## src/core/ssc_map.svh

```systemverilog
// constant map for the scan, settle and chop sequencer
`ifndef SSC_MAP_SVH
`define SSC_MAP_SVH
`define SSC_UNIT_CLKS 16'h0080
`define SSC_OVH_CLKS 16'h0222
`define SSC_NCH 16'h0010
`define SSC_DATA_W 16'h0018
`define SSC_CNT_W 16'h0010
`define SSC_DLY_U0 6'h00
`define SSC_DLY_U1 6'h01
`define SSC_DLY_U2 6'h02
`define SSC_DLY_U3 6'h04
`define SSC_DLY_U4 6'h08
`define SSC_DLY_U5 6'h10
`define SSC_DLY_U6 6'h20
`define SSC_DLY_U7 6'h30
`endif

```

## src/core/ssc_pkg.sv

```systemverilog
// types shared by the scan, settle and chop sequencer
package ssc_pkg;
	typedef struct packed {
		logic auto_scan;
		logic pulse_mode;
		logic ext_chop_enable;
		logic loop_bypass_sel;
		logic bias_enable;
		logic bias_high;
		logic [2:0] switch_delay_code;
		logic [1:0] rate_select;
	} ssc_cfg_s;

	typedef struct packed {
		logic [23:0] data;
		logic [3:0] chan;
	} ssc_result_s;

	typedef enum logic [3:0] {
		ssc_idle = 4'b0001,
		ssc_settle = 4'b0010,
		ssc_conv = 4'b0100,
		ssc_post = 4'b1000
	} ssc_state_e;
endpackage : ssc_pkg

```

## src/core/ssc_settle_timer.sv

```systemverilog
// down counter for settle and overhead waits
`timescale 1ns/100ps
module ssc_settle_timer #(
	parameter int CNT_W = 16
) (
	input wire logic i_clk,
	input wire logic i_rst,
	input wire logic i_ce,
	input wire logic i_load,
	input wire logic [CNT_W-1:0] i_count,
	output logic o_busy,
	output logic o_expire
);
	logic [CNT_W-1:0] cnt;
	wire logic at_one;

	assign at_one = (cnt == CNT_W'(1));
	assign o_busy = (cnt != '0);
	// expire marks the last counted cycle
	assign o_expire = i_ce && at_one;

	always_ff @(posedge i_clk) begin
		if (i_rst) begin
			cnt <= '0;
		end else if (i_ce) begin
			if (i_load) begin
				cnt <= i_count;
			end else if (o_busy) begin
				cnt <= cnt - CNT_W'(1);
			end
		end
	end
endmodule : ssc_settle_timer

```

## src/core/ssc_sequencer.sv

```systemverilog
// conversion sequencer: channel switch, settle delay, external chop
// Operation
// [RL1] delay code 0..7 gives 0,1,2,4,8,16,32,48 units of 128 clocks
// [RL2] auto scan waits the programmed delay after each channel switch
// [RL3] a non-zero delay lengthens every channel conversion period; fixed mode without chop adds no wait
// [RL4] chop takes two readings of one channel, second with swapped inputs
// [RL5] chop result is the average of both opposite-polarity readings
// [RL6] chop gives one result per two conversions, half the rate
// [RL7] device swaps polarity itself and settles before second phase
// [RL8] host must clear chop before any internal monitor reading
// [RL9] bypass select 0 routes mux output straight to converter input
// [RL10] multiplexer output pins stay active whatever the bypass setting
// [RL11] bias is a pos-source, neg-sink pair of 1.5uA or 24uA
// [RL12] bias reaches only the selected channel through the mux output
// [RL13] pulse operation converts one channel per start pulse or command
// [RL14] host spaces pulses to settle, still programs delay for chop
// [RL15] host enables bias only periodically for open checks, drops data
// [RL16] host scans at 24uA then 1.5uA and subtracts for diode temp
// [RL17] fixed mode: delay and overhead only with chop; auto: always
// [RL18] data_ready_n goes low as each channel result becomes available
// [RL19] delay counter starts on switch or swap, conversion waits for it
// [RL20] delay code zero adds no wait cycles before the conversion
`timescale 1ns/100ps
`include "ssc_map.svh"
module ssc_sequencer #(
	parameter int NCH = `SSC_NCH,
	parameter int DATA_W = `SSC_DATA_W,
	parameter int CNT_W = `SSC_CNT_W,
	parameter int UNIT_CLKS = `SSC_UNIT_CLKS,
	parameter int OVH_CLKS = `SSC_OVH_CLKS
) (
	input wire logic i_clk,
	input wire logic i_rst,
	input wire logic i_ce,
	input wire ssc_pkg::ssc_cfg_s i_cfg,
	input wire logic [NCH-1:0] i_scan_mask,
	input wire logic [3:0] i_fixed_chan,
	input wire logic i_start_pin,
	input wire logic i_pulse_cmd,
	input wire logic i_data_read,
	output logic o_conv_start,
	input wire logic i_conv_done,
	input wire logic [DATA_W-1:0] i_conv_data,
	output logic [3:0] o_mux_chan,
	output logic o_polarity_swap,
	output logic o_mux_out_en,
	output logic o_adc_internal,
	output logic o_bias_src_pos,
	output logic o_bias_sink_neg,
	output logic o_bias_high,
	output logic [1:0] o_rate_select,
	output ssc_pkg::ssc_result_s o_result,
	output logic o_data_ready_n,
	output logic o_busy
);
	import ssc_pkg::*;

	localparam logic [CNT_W-1:0] UNIT_W = CNT_W'(UNIT_CLKS);
	localparam logic [CNT_W-1:0] OVH_W = CNT_W'(OVH_CLKS);

	function automatic logic [5:0] dly_units(input logic [2:0] code);
		logic [5:0] u;
		u = `SSC_DLY_U0;
		case (code)
			3'h1: u = `SSC_DLY_U1;
			3'h2: u = `SSC_DLY_U2;
			3'h3: u = `SSC_DLY_U3;
			3'h4: u = `SSC_DLY_U4;
			3'h5: u = `SSC_DLY_U5;
			3'h6: u = `SSC_DLY_U6;
			3'h7: u = `SSC_DLY_U7;
			default: u = `SSC_DLY_U0;
		endcase
		return u;
	endfunction : dly_units

	// lowest enabled channel after the current one, wrapping
	function automatic logic [3:0] next_chan(input logic [3:0] cur,
			input logic [NCH-1:0] mask);
		logic [3:0] pick;
		logic found;
		int k;
		pick = cur;
		found = 1'b0;
		k = 0;
		for (int i = 1; i <= NCH; i++) begin
			k = (int'(cur) + i) % NCH;
			if (!found && mask[k]) begin
				pick = 4'(k);
				found = 1'b1;
			end
		end
		return pick;
	endfunction : next_chan

	ssc_state_e st;
	ssc_state_e next_st;
	logic sync1, sync2, sync3;
	logic start_lvl;
	logic chop_run;
	logic chop_phase;
	logic [DATA_W-1:0] first_read;
	logic data_ready_n_pend;

	wire logic start_rise;
	wire logic pulse_evt;
	wire logic want_run;
	wire logic launch;
	wire logic swap_evt;
	wire logic settle_go;
	wire logic res_fire;
	wire logic waits_apply;
	wire logic [CNT_W-1:0] wait_cnt;
	wire logic wait_zero;
	wire logic ovh_zero;
	wire logic tmr_load;
	wire logic [CNT_W-1:0] tmr_count;
	wire logic tmr_expire;
	wire logic [3:0] launch_chan;
	wire logic [DATA_W:0] chop_diff;
	wire logic [DATA_W-1:0] res_data;

	// pin input: three stages, a change counts once stages two and three agree
	assign start_rise = (sync2 == sync3) && sync3 && !start_lvl;
	assign pulse_evt = start_rise || i_pulse_cmd;
	assign want_run = i_cfg.pulse_mode ? pulse_evt : start_lvl; // RL13
	assign launch = i_ce && (st == ssc_idle) && want_run;
	assign swap_evt = i_ce && (st == ssc_conv) && i_conv_done
		&& chop_run && !chop_phase; // RL4 RL7
	assign settle_go = launch || swap_evt; // RL19
	assign res_fire = i_ce && (st == ssc_conv) && i_conv_done
		&& !(chop_run && !chop_phase);

	// fixed channel without chop skips both waits
	assign waits_apply = i_cfg.auto_scan
		|| (launch ? i_cfg.ext_chop_enable : chop_run); // RL17
	assign wait_cnt = waits_apply
		? CNT_W'(dly_units(i_cfg.switch_delay_code) * UNIT_W)
		: '0; // RL1 RL3
	assign wait_zero = (wait_cnt == '0); // RL20
	assign ovh_zero = !(i_cfg.auto_scan || chop_run); // RL17
	assign tmr_load = (settle_go && !wait_zero) || (res_fire && !ovh_zero);
	assign tmr_count = settle_go ? wait_cnt : OVH_W;

	assign launch_chan = i_cfg.auto_scan
		? next_chan(o_mux_chan, i_scan_mask) : i_fixed_chan;

	// conversion may only begin once the settle count is spent
	assign o_conv_start = (settle_go && wait_zero)
		|| ((st == ssc_settle) && tmr_expire); // RL2 RL19 RL20

	// second reading had inputs swapped, so subtract then halve
	assign chop_diff = {first_read[DATA_W-1], first_read}
		- {i_conv_data[DATA_W-1], i_conv_data};
	assign res_data = chop_run ? chop_diff[DATA_W:1] : i_conv_data; // RL5

	assign o_mux_out_en = 1'b1; // RL10
	assign o_busy = (st != ssc_idle);

	ssc_settle_timer #(
		.CNT_W(CNT_W)
	) u_timer (
		.i_clk(i_clk),
		.i_rst(i_rst),
		.i_ce(i_ce),
		.i_load(tmr_load),
		.i_count(tmr_count),
		.o_busy(),
		.o_expire(tmr_expire)
	);

	always_comb begin
		next_st = st;
		case (st)
			ssc_idle: begin
				if (launch) begin
					next_st = wait_zero ? ssc_conv : ssc_settle;
				end
			end
			ssc_settle: begin
				if (o_conv_start) begin
					next_st = ssc_conv;
				end
			end
			ssc_conv: begin
				if (swap_evt) begin
					next_st = wait_zero ? ssc_conv : ssc_settle;
				end else if (res_fire) begin
					next_st = ovh_zero ? ssc_idle : ssc_post;
				end
			end
			ssc_post: begin
				if (tmr_expire) begin
					next_st = ssc_idle;
				end
			end
			default: next_st = ssc_idle;
		endcase
	end

	always_ff @(posedge i_clk) begin
		if (i_rst) begin
			sync1 <= 1'b0;
			sync2 <= 1'b0;
			sync3 <= 1'b0;
			start_lvl <= 1'b0;
		end else if (i_ce) begin
			sync1 <= i_start_pin;
			sync2 <= sync1;
			sync3 <= sync2;
			if (sync2 == sync3) begin
				start_lvl <= sync3;
			end
		end
	end

	always_ff @(posedge i_clk) begin
		if (i_rst) begin
			st <= ssc_idle;
			chop_run <= 1'b0;
			chop_phase <= 1'b0;
			o_polarity_swap <= 1'b0;
			o_mux_chan <= 4'hF;
			first_read <= '0;
		end else if (i_ce) begin
			st <= next_st;
			if (launch) begin
				o_mux_chan <= launch_chan;
				chop_run <= i_cfg.ext_chop_enable;
				chop_phase <= 1'b0;
				o_polarity_swap <= 1'b0;
			end else if (swap_evt) begin
				first_read <= i_conv_data;
				chop_phase <= 1'b1;
				o_polarity_swap <= 1'b1; // RL4 RL7
			end else if (res_fire) begin
				chop_phase <= 1'b0;
				o_polarity_swap <= 1'b0;
			end
		end
	end

	always_ff @(posedge i_clk) begin
		if (i_rst) begin
			o_result <= '0;
			o_data_ready_n <= 1'b1;
			data_ready_n_pend <= 1'b0;
		end else if (i_ce) begin
			if (res_fire) begin
				o_result.data <= res_data; // RL5 RL6
				o_result.chan <= o_mux_chan;
				o_data_ready_n <= 1'b1;
				data_ready_n_pend <= 1'b1;
			end else if (data_ready_n_pend) begin
				// a read in this cycle loses to the fresh result
				o_data_ready_n <= 1'b0; // RL18
				data_ready_n_pend <= 1'b0;
			end else if (i_data_read) begin
				o_data_ready_n <= 1'b1;
			end
		end
	end

	// bias follows the mux output, so unselected inputs never see it
	always_ff @(posedge i_clk) begin
		if (i_rst) begin
			o_adc_internal <= 1'b1;
			o_bias_src_pos <= 1'b0;
			o_bias_sink_neg <= 1'b0;
			o_bias_high <= 1'b0;
			o_rate_select <= '0;
		end else if (i_ce) begin
			o_adc_internal <= !i_cfg.loop_bypass_sel; // RL9
			o_bias_src_pos <= i_cfg.bias_enable; // RL11 RL12
			o_bias_sink_neg <= i_cfg.bias_enable; // RL11 RL12
			o_bias_high <= i_cfg.bias_high; // RL11
			o_rate_select <= i_cfg.rate_select;
		end
	end

	// assertion helpers
	logic [CNT_W-1:0] settle_seen;
	logic [CNT_W-1:0] held_target;
	logic [1:0] starts_seen;

	always_ff @(posedge i_clk) begin
		if (i_rst) begin
			settle_seen <= '0;
			held_target <= '0;
			starts_seen <= '0;
		end else if (i_ce) begin
			if (settle_go) begin
				settle_seen <= '0;
				held_target <= wait_cnt;
			end else if (st == ssc_settle) begin
				settle_seen <= settle_seen + CNT_W'(1);
			end
			if (res_fire) begin
				starts_seen <= '0;
			end else if (o_conv_start) begin
				starts_seen <= starts_seen + 2'h1;
			end
		end
	end
endmodule : ssc_sequencer

```

## config.mk

```make
export PLATFORM = sky130hd
export DESIGN_NAME = ssc_sequencer
export DESIGN_NICKNAME = d
export VERILOG_FILES = /design/src/core/ssc_pkg.sv /design/src/core/ssc_settle_timer.sv /design/src/core/ssc_sequencer.sv
export VERILOG_INCLUDE_DIRS = /design/src /design/src/core
export SDC_FILE = /design/constraint.sdc
export NUM_CORES = 1
export LEC_CHECK = 0
export BUFFER_PORTS_ARGS = -buffer_cell sky130_fd_sc_hd__buf_2
export CAP_MARGIN = 30
export CORE_MARGIN = 5
export CORE_UTILIZATION = 37
export DETAILED_ROUTE_END_ITERATION = 10
export SLEW_MARGIN = 20
export SYNTH_ARGS = -nofsm -noshare
export SYNTH_HDL_FRONTEND = slang
export SYNTH_SLANG_ARGS = --single-unit
```

## constraint.sdc

```tcl
create_clock -name i_clk -period 7.6 [get_ports i_clk]
set_clock_uncertainty 0.2 [all_clocks]
set_input_delay 1.14 -clock i_clk [delete_from_list [all_inputs] [get_ports i_clk]]
set_output_delay 1.14 -clock i_clk [all_outputs]
set_load 0.05 [all_outputs]
```

## Word-level counts from Yosys, hierarchy flattened

Index checks and enable logic that the tools add are counted.

- Add/subtract/negate cells: 18
- $lt $le $gt $ge: 16
- Equal/unequal tests: 19
- Mux-type cells: 103
- Bitwise gates (word level): 17
- Reductions and logical operators: 85

Operator list:

| cell | count |
|---|---|
| $lt A5 B6 Y1 const B | 16 |
| $mux W4 | 23 |
| $bmux W1 S4 | 16 |
| $reduce_or A4 Y1 | 16 |
| $mux W1 | 56 |
| $pmux W6 S7 | 1 |
| $add A4 B4 Y4 const B | 8 |
| $mux W16 | 2 |
| $logic_and A1 B1 Y1 | 30 |
| $mux W13 | 2 |
| $sub A24 B24 Y25 | 1 |
| $mux W24 | 1 |
| $logic_not A1 Y1 | 20 |
| $ne A17 B1 Y1 const B | 1 |
| $add A4 B3 Y4 const B | 4 |
| $and A1 B1 Y1 const A | 16 |
| $eq A16 B1 Y1 const B | 1 |
| $logic_not A16 Y1 | 1 |
| $pmux W4 S4 | 1 |
| $reduce_bool A16 Y1 | 1 |
| $sub A16 B1 Y16 const B | 1 |
| $eq A3 B3 Y1 const B | 4 |
| $reduce_and A2 Y1 | 5 |
| $add A4 B1 Y4 const B | 2 |
| 18 further kinds | 29 |

- Register bits after elaboration: 89
- Bits of input ports: 62
- Output and inout bits: 43
- Logic and storage cells: 276

## Depth between registers and ports, before layout

- Word-level depth: 53
- Depth in mapped cells: 16
- Depth with buffers taken out: 11

## Hierarchy

From an unflattened synthesis, not the netlist that was laid out.

- Cells, all modules: 965
- Area total of the unflattened synthesis: 7,498.4 sq um

Modules (own cells, without submodules):

| module | times used | cells an instance | area each (sq um) | seq. area each (sq um) |
|---|---|---|---|---|
| ssc_sequencer | 1 | 804 | 6,253.5 | 1,461.4 |
| ssc_settle_timer | 1 | 161 | 1,244.9 | 320.3 |

## Worst setup path after synthesis

Ideal clock, no wire load.

- Path kind: flip-flop to flip-flop
- Start point: reg o_mux_chan[1]
- End point: reg o_mux_chan[1]
- Setup time: 0.101 ns
- Arrival time: 4.356 ns
- Data required time: 7.299 ns
- Setup slack: 2.943 ns
- Cell stages (with the launch flop): 14
- Path buffers: 3
- Period minus slack after synthesis: 4.657 ns
- Cell sequence: dfxtp_1 buf_1 inv_2 ha_1 clkbuf_1 mux4_2 mux4_2 or2_1 or4_1 buf_2 o211a_1 o21a_1 o31a_1 o41ai_1

- Longest elaborated chain between the ends: 51
- Elaborated cells on any way between the ends: 128
- Classes of those cells: add/sub: 16; eq/ne: 1; mux: 80; reduce/logical: 31

Ends and longest elaborated chain:

| element | line | source |
|---|---|---|
| from (decl) | ssc_sequencer.sv:44 | `output logic [3:0] o_mux_chan,` |
| from (signal assigned) | ssc_sequencer.sv:228 | `o_mux_chan <= launch_chan;` |
| $add A4 B1 Y4 | ssc_sequencer.sv:87 | `k = (int'(cur) + i) % NCH;` |
| $bmux W1 S4 | ssc_sequencer.sv:88 | `if (!found && mask[k]) begin` |
| $mux W1 (implied by the code) (2 in series) | ssc_sequencer.sv:88 |  |
| $mux W1 | ssc_sequencer.sv:88 |  |
| $logic_not A1 Y1 | ssc_sequencer.sv:88 |  |
| $logic_and A1 B1 Y1 | ssc_sequencer.sv:88 |  |
| $mux W1 | ssc_sequencer.sv:88 |  |
| $logic_not A1 Y1 | ssc_sequencer.sv:88 |  |
| (+34 left out) | -- |  |
| $mux W1 | ssc_sequencer.sv:88 |  |
| $logic_not A1 Y1 | ssc_sequencer.sv:88 |  |
| $logic_and A1 B1 Y1 | ssc_sequencer.sv:88 |  |
| $mux W1 | ssc_sequencer.sv:88 |  |
| $logic_not A1 Y1 | ssc_sequencer.sv:88 |  |
| $logic_and A1 B1 Y1 | ssc_sequencer.sv:88 |  |
| $ne A17 B1 Y1 (no source line) / $mux W4 (equally long branches) | -- |  |
| $reduce_and A3 Y1 (no source line) / $mux W4 (equally long branches) | -- |  |

Several ways; a longest one is shown, not always the timed one. The select of a mux whose other input is x is not followed.
A chain may end at the register's enable or synchronous reset.

## Worst setup path after layout

- Start point: reg o_mux_chan[1]
- End point: reg o_mux_chan[2]

Same word-level chain as after synthesis.

==> impl_results.rst <==
.. list-table::
   :header-rows: 1

   * - Metric
     - Value
   * - Ranking of synthesized cells by instance count
     - 119 x sky130_fd_sc_hd__nand2_1, 89 x sky130_fd_sc_hd__dfxtp_1, 86 x sky130_fd_sc_hd__nor2_1
   * - Combined global-route utilization of all metal layers
     - 18.8%
   * - Via Count
     - 6994
   * - Power per cell area
     - 234 nW/um2
   * - Post-DR wirelength/cell
     - 16.8 um
   * - Full die area
     - 22400 um2
   * - Yosys top cell by area
     - sky130_fd_sc_hd__dfxtp_1
   * - Residual DRC count
     - 0
   * - Utilization after layout
     - 43.0%
   * - Count of mapped cells out of synthesis
     - 890
   * - Initial core utilization
     - 37.3%
   * - Number of DRC violations after detailed-routing iteration 0
     - 584
   * - CTS tree
     - done
   * - Main synth FF type
     - sky130_fd_sc_hd__dfxtp_1
   * - Total non-filler cell area in the finished layout
     - 8320 um2
   * - Number of buffers created by CTS
     - 9
   * - Share of the cycle needed by the critical path after routing
     - 65.6%
   * - Peak VDD IR
     - 0.138 mV
   * - Last weighted congestion value of the routability-driven placer
     - 0.977
   * - Die extent in y
     - 150 um
   * - Floorplan row count
     - 51
   * - Sequence of cells on the critical path
     - inv_2, ha_1, mux4_1, mux4_2, or2_1, nor3_1, a21oi_2, o221a_2, a21oi_1, o21ai_0
   * - Number of antenna violations at the first check in global routing
     - 1
   * - Finish-stage setup viols
     - 0
   * - Number of ports placed on the die boundary
     - 105
   * - Routed wire length
     - 20900 um
   * - Register bit count reported by yosys
     - 89
   * - Kind of critical path
     - flop to flop
   * - Number of warning messages in the yosys log
     - 0
   * - DP Worst Slack
     - 2700 ps
   * - Arrival time worst endpoint
     - 5020 ps
   * - Post-detailed-placement cell area
     - 7940 um2
   * - Worst Max-Slew Pin Slew
     - 973 ps
   * - RSZ-0062 raised after global routing
     - no
   * - Fraction of registers with async set or reset after synthesis
     - 0%
   * - Iteration count of the initial detailed-routing pass
     - 6
   * - Startpoint of the most critical setup path
     - o_mux_chan[1]
   * - Maximum fanout encountered on the critical timing path
     - 17
   * - Std-Cell Core Area
     - 19300 um2
   * - Worst R2R Start
     - o_mux_chan[1]
   * - Pins over their slew limit
     - 0
   * - Setup Total Neg Slack
     - 0 ps
   * - Worst relative slew slack
     - 34.7%
   * - Total number of H-tree levels
     - 3
   * - Setup Fix Bufs, Post-CTS
     - 0
   * - Shortest clock period the worst path allows after layout
     - 4990 ps
   * - CP Launch Type
     - flop
   * - Mean Syn Cell Area
     - 8.11 um2
   * - Number of gates given a new drive strength after cts
     - 0
   * - Delay of the slowest cell on the worst path
     - 830 ps
   * - Synthesized Nets
     - 987
   * - Die outline width
     - 150 um
   * - Clk pin slew, worst setup/hold paths
     - 70 ps
   * - Number of filler cells placed in the layout
     - 1960
   * - Vias in the first global route
     - 6691
   * - Max-cap viol count
     - 0
   * - Maximum number of buffers from clock root to sink
     - 2
   * - Most frequent cell after synthesis
     - sky130_fd_sc_hd__nand2_1
   * - Leakage
     - 0.00344 uW
   * - Largest net degree at the start of global routing
     - 70
   * - Hold wc startpoint
     - o_result[8]
   * - Half-perimeter wire length after placement
     - 15200 um
   * - Count of nets left with antenna violations after detail routing
     - 0
   * - Register area share after synthesis
     - 24.7%
   * - Via density per instance
     - 5.62
   * - Count of buffers inserted at the top-level ports
     - 103
   * - Gate family responsible for the most delay along the worst path
     - multiplexers
   * - Remaining global-route overflow
     - 0
   * - Buffer and inverter count on the worst path
     - 1
   * - Outcome
     - complete, no violations
   * - Least setup slack across all paths after layout
     - 2610 ps
   * - Number of nets at the end of the flow
     - 1070
   * - Clock root buffer master
     - sky130_fd_sc_hd__clkbuf_16
   * - Hold Buf Count CTS
     - 0
   * - Type of the worst min-delay path
     - flop to flop
   * - Wire length of the first global-routing pass
     - 34500 um
   * - Layout area overhead
     - 15.3%
   * - Final Hold Fails
     - 0
   * - Count of distinct cell types in the synthesized netlist
     - 76
   * - Biggest area contributors in the synthesized netlist
     - sky130_fd_sc_hd__dfxtp_1 25%, sky130_fd_sc_hd__mux4_2 8.1%, sky130_fd_sc_hd__nand2_1 6.2%
   * - Kind of capture point of the worst setup path
     - flop
   * - Share of the synthesized area in the top cell type
     - 24.7%
   * - Placed Cells
     - 1226
   * - Insertion delay to the later sink of the worst-skew pair
     - 350 ps
   * - Post-synth EDFFs
     - 0
   * - Count of non-filler cells in the finished layout
     - 1244
   * - Ratio of cells with drive above 1 in the final layout
     - 19.7%
   * - Mapped Area
     - 7210 um2
   * - Cell type of the slowest stage on the worst timing path
     - sky130_fd_sc_hd__dfxtp_1
   * - Data required time at the worst endpoint
     - 7630 ps
   * - Sinks on the clock net
     - 89
   * - Top achievable clock speed
     - 0.201 GHz
[registers in the layout, indices dropped and copies added, names as in the netlist]
name	cells
o_adc_internal	1
o_result	28
o_rate_select	2
o_bias_high	1
data_ready_n_pend	1
sync3	1
chop_run	1
st	4
sync2	1
o_data_ready_n	1
o_mux_chan	4
u_timer.cnt	16
first_read	24
start_lvl	1
sync1	1
o_bias_sink_neg	1
chop_phase	1
[per-layer routing]
| metal | wire length (um) | part of all wire [%] | vias to the layer above | GRT usage, % |
|---|---|---|---|---|
| met3 | 1130 | 5.4 | 34 | 2.88 |
| met4 | 394 | 1.9 | 0 | 5.40 |
| met2 | 9860 | 47 | 252 | 30.9 |
| met1 | 9470 | 45 | 3268 | 25.7 |
| li1 | - | - | 3440 | - |
| met5 | 0 | 0 | - | 0 |
[through the flow]
stage / total power (uW) / hold slack, ps
after global routing: 2080 / 278
after global placement: 1400 / 241
final: 1950 / 255
after CTS: 1950 / 258
after floorplan: 1210 / 237
after detailed placement: 1390 / 249
[area by class of cell]
class,count,area (um2),area share [%]
Clock inverter,7,143,1.72
Sequential cell,89,1780,21.4
Clock buffer,9,225,2.71
Inverter,51,191,2.30
Tap cell,265,332,3.99
Multi-Input combinational cell,707,5030,60.5
Timing Repair Buffer,115,611,7.34
Antenna cell,1,2.50,0.0301
[worst min-delay path: stages, from the launching register on]
cell                      delay, ps
sky130_fd_sc_hd__dfxtp_1        310
sky130_fd_sc_hd__nand2_1         50
sky130_fd_sc_hd__a21oi_1         50
[cell usage in the layout, fill, tap and decap left out, drive strengths merged, types with 5 or more instances in the layout]
cell,synthesis,layout
a211oi,15,15
o311ai,6,6
o21ai,34,34
nor2,86,86
and3,9,9
dfxtp,89,89
clkbuf,32,10
or2,5,5
nor3,21,21
or4,5,5
nor2b,5,5
nor4,11,11
nand2,119,119
mux4,32,32
a41oi,5,5
or3,8,8
nand2b,10,10
o211ai,6,6
a22oi,5,5
o22ai,10,10
mux2,15,15
a21oi,83,83
xnor2,20,20
xor2,16,16
o21a,5,5
a31oi,12,12
buf,11,114
mux2i,31,31
a21o,8,8
inv,49,49
o31ai,6,6
nand4,7,7
ha,34,34
nand3,24,24
[where the power goes]
part / leakage, uW / total, uW / switching [uW] / internal, uW
clock network: 0.000168 / 552 / 198 / 355
registers: 0.000721 / 558 / 45.3 / 513
logic: 0.00255 / 838 / 496 / 341
[path summary, 6_finish.rpt]
| path | end | slack [ps] | cells after the start |
|---|---|---|---|
| setup / recovery | o_mux_chan[2] | 2610 | 10 |
| hold / removal | o_result[8] | 260 | 2 |
| setup reg to reg | o_mux_chan[2] | 2610 | 10 |
| hold reg to reg | o_result[8] | 260 | 2 |
[logic make-up after synthesis]
kind of cell,count (synthesis),synth area share (%)
simple gates,323,20.8
compound gates,234,21.1
buf+inv,94,5.64
flops,89,24.7
mux,78,17.0
xor+xnor,36,4.47
fa+ha+maj,35,6.17
other cells,1,0.0520
No activity file was read; power rests on OpenSTA's default activity.
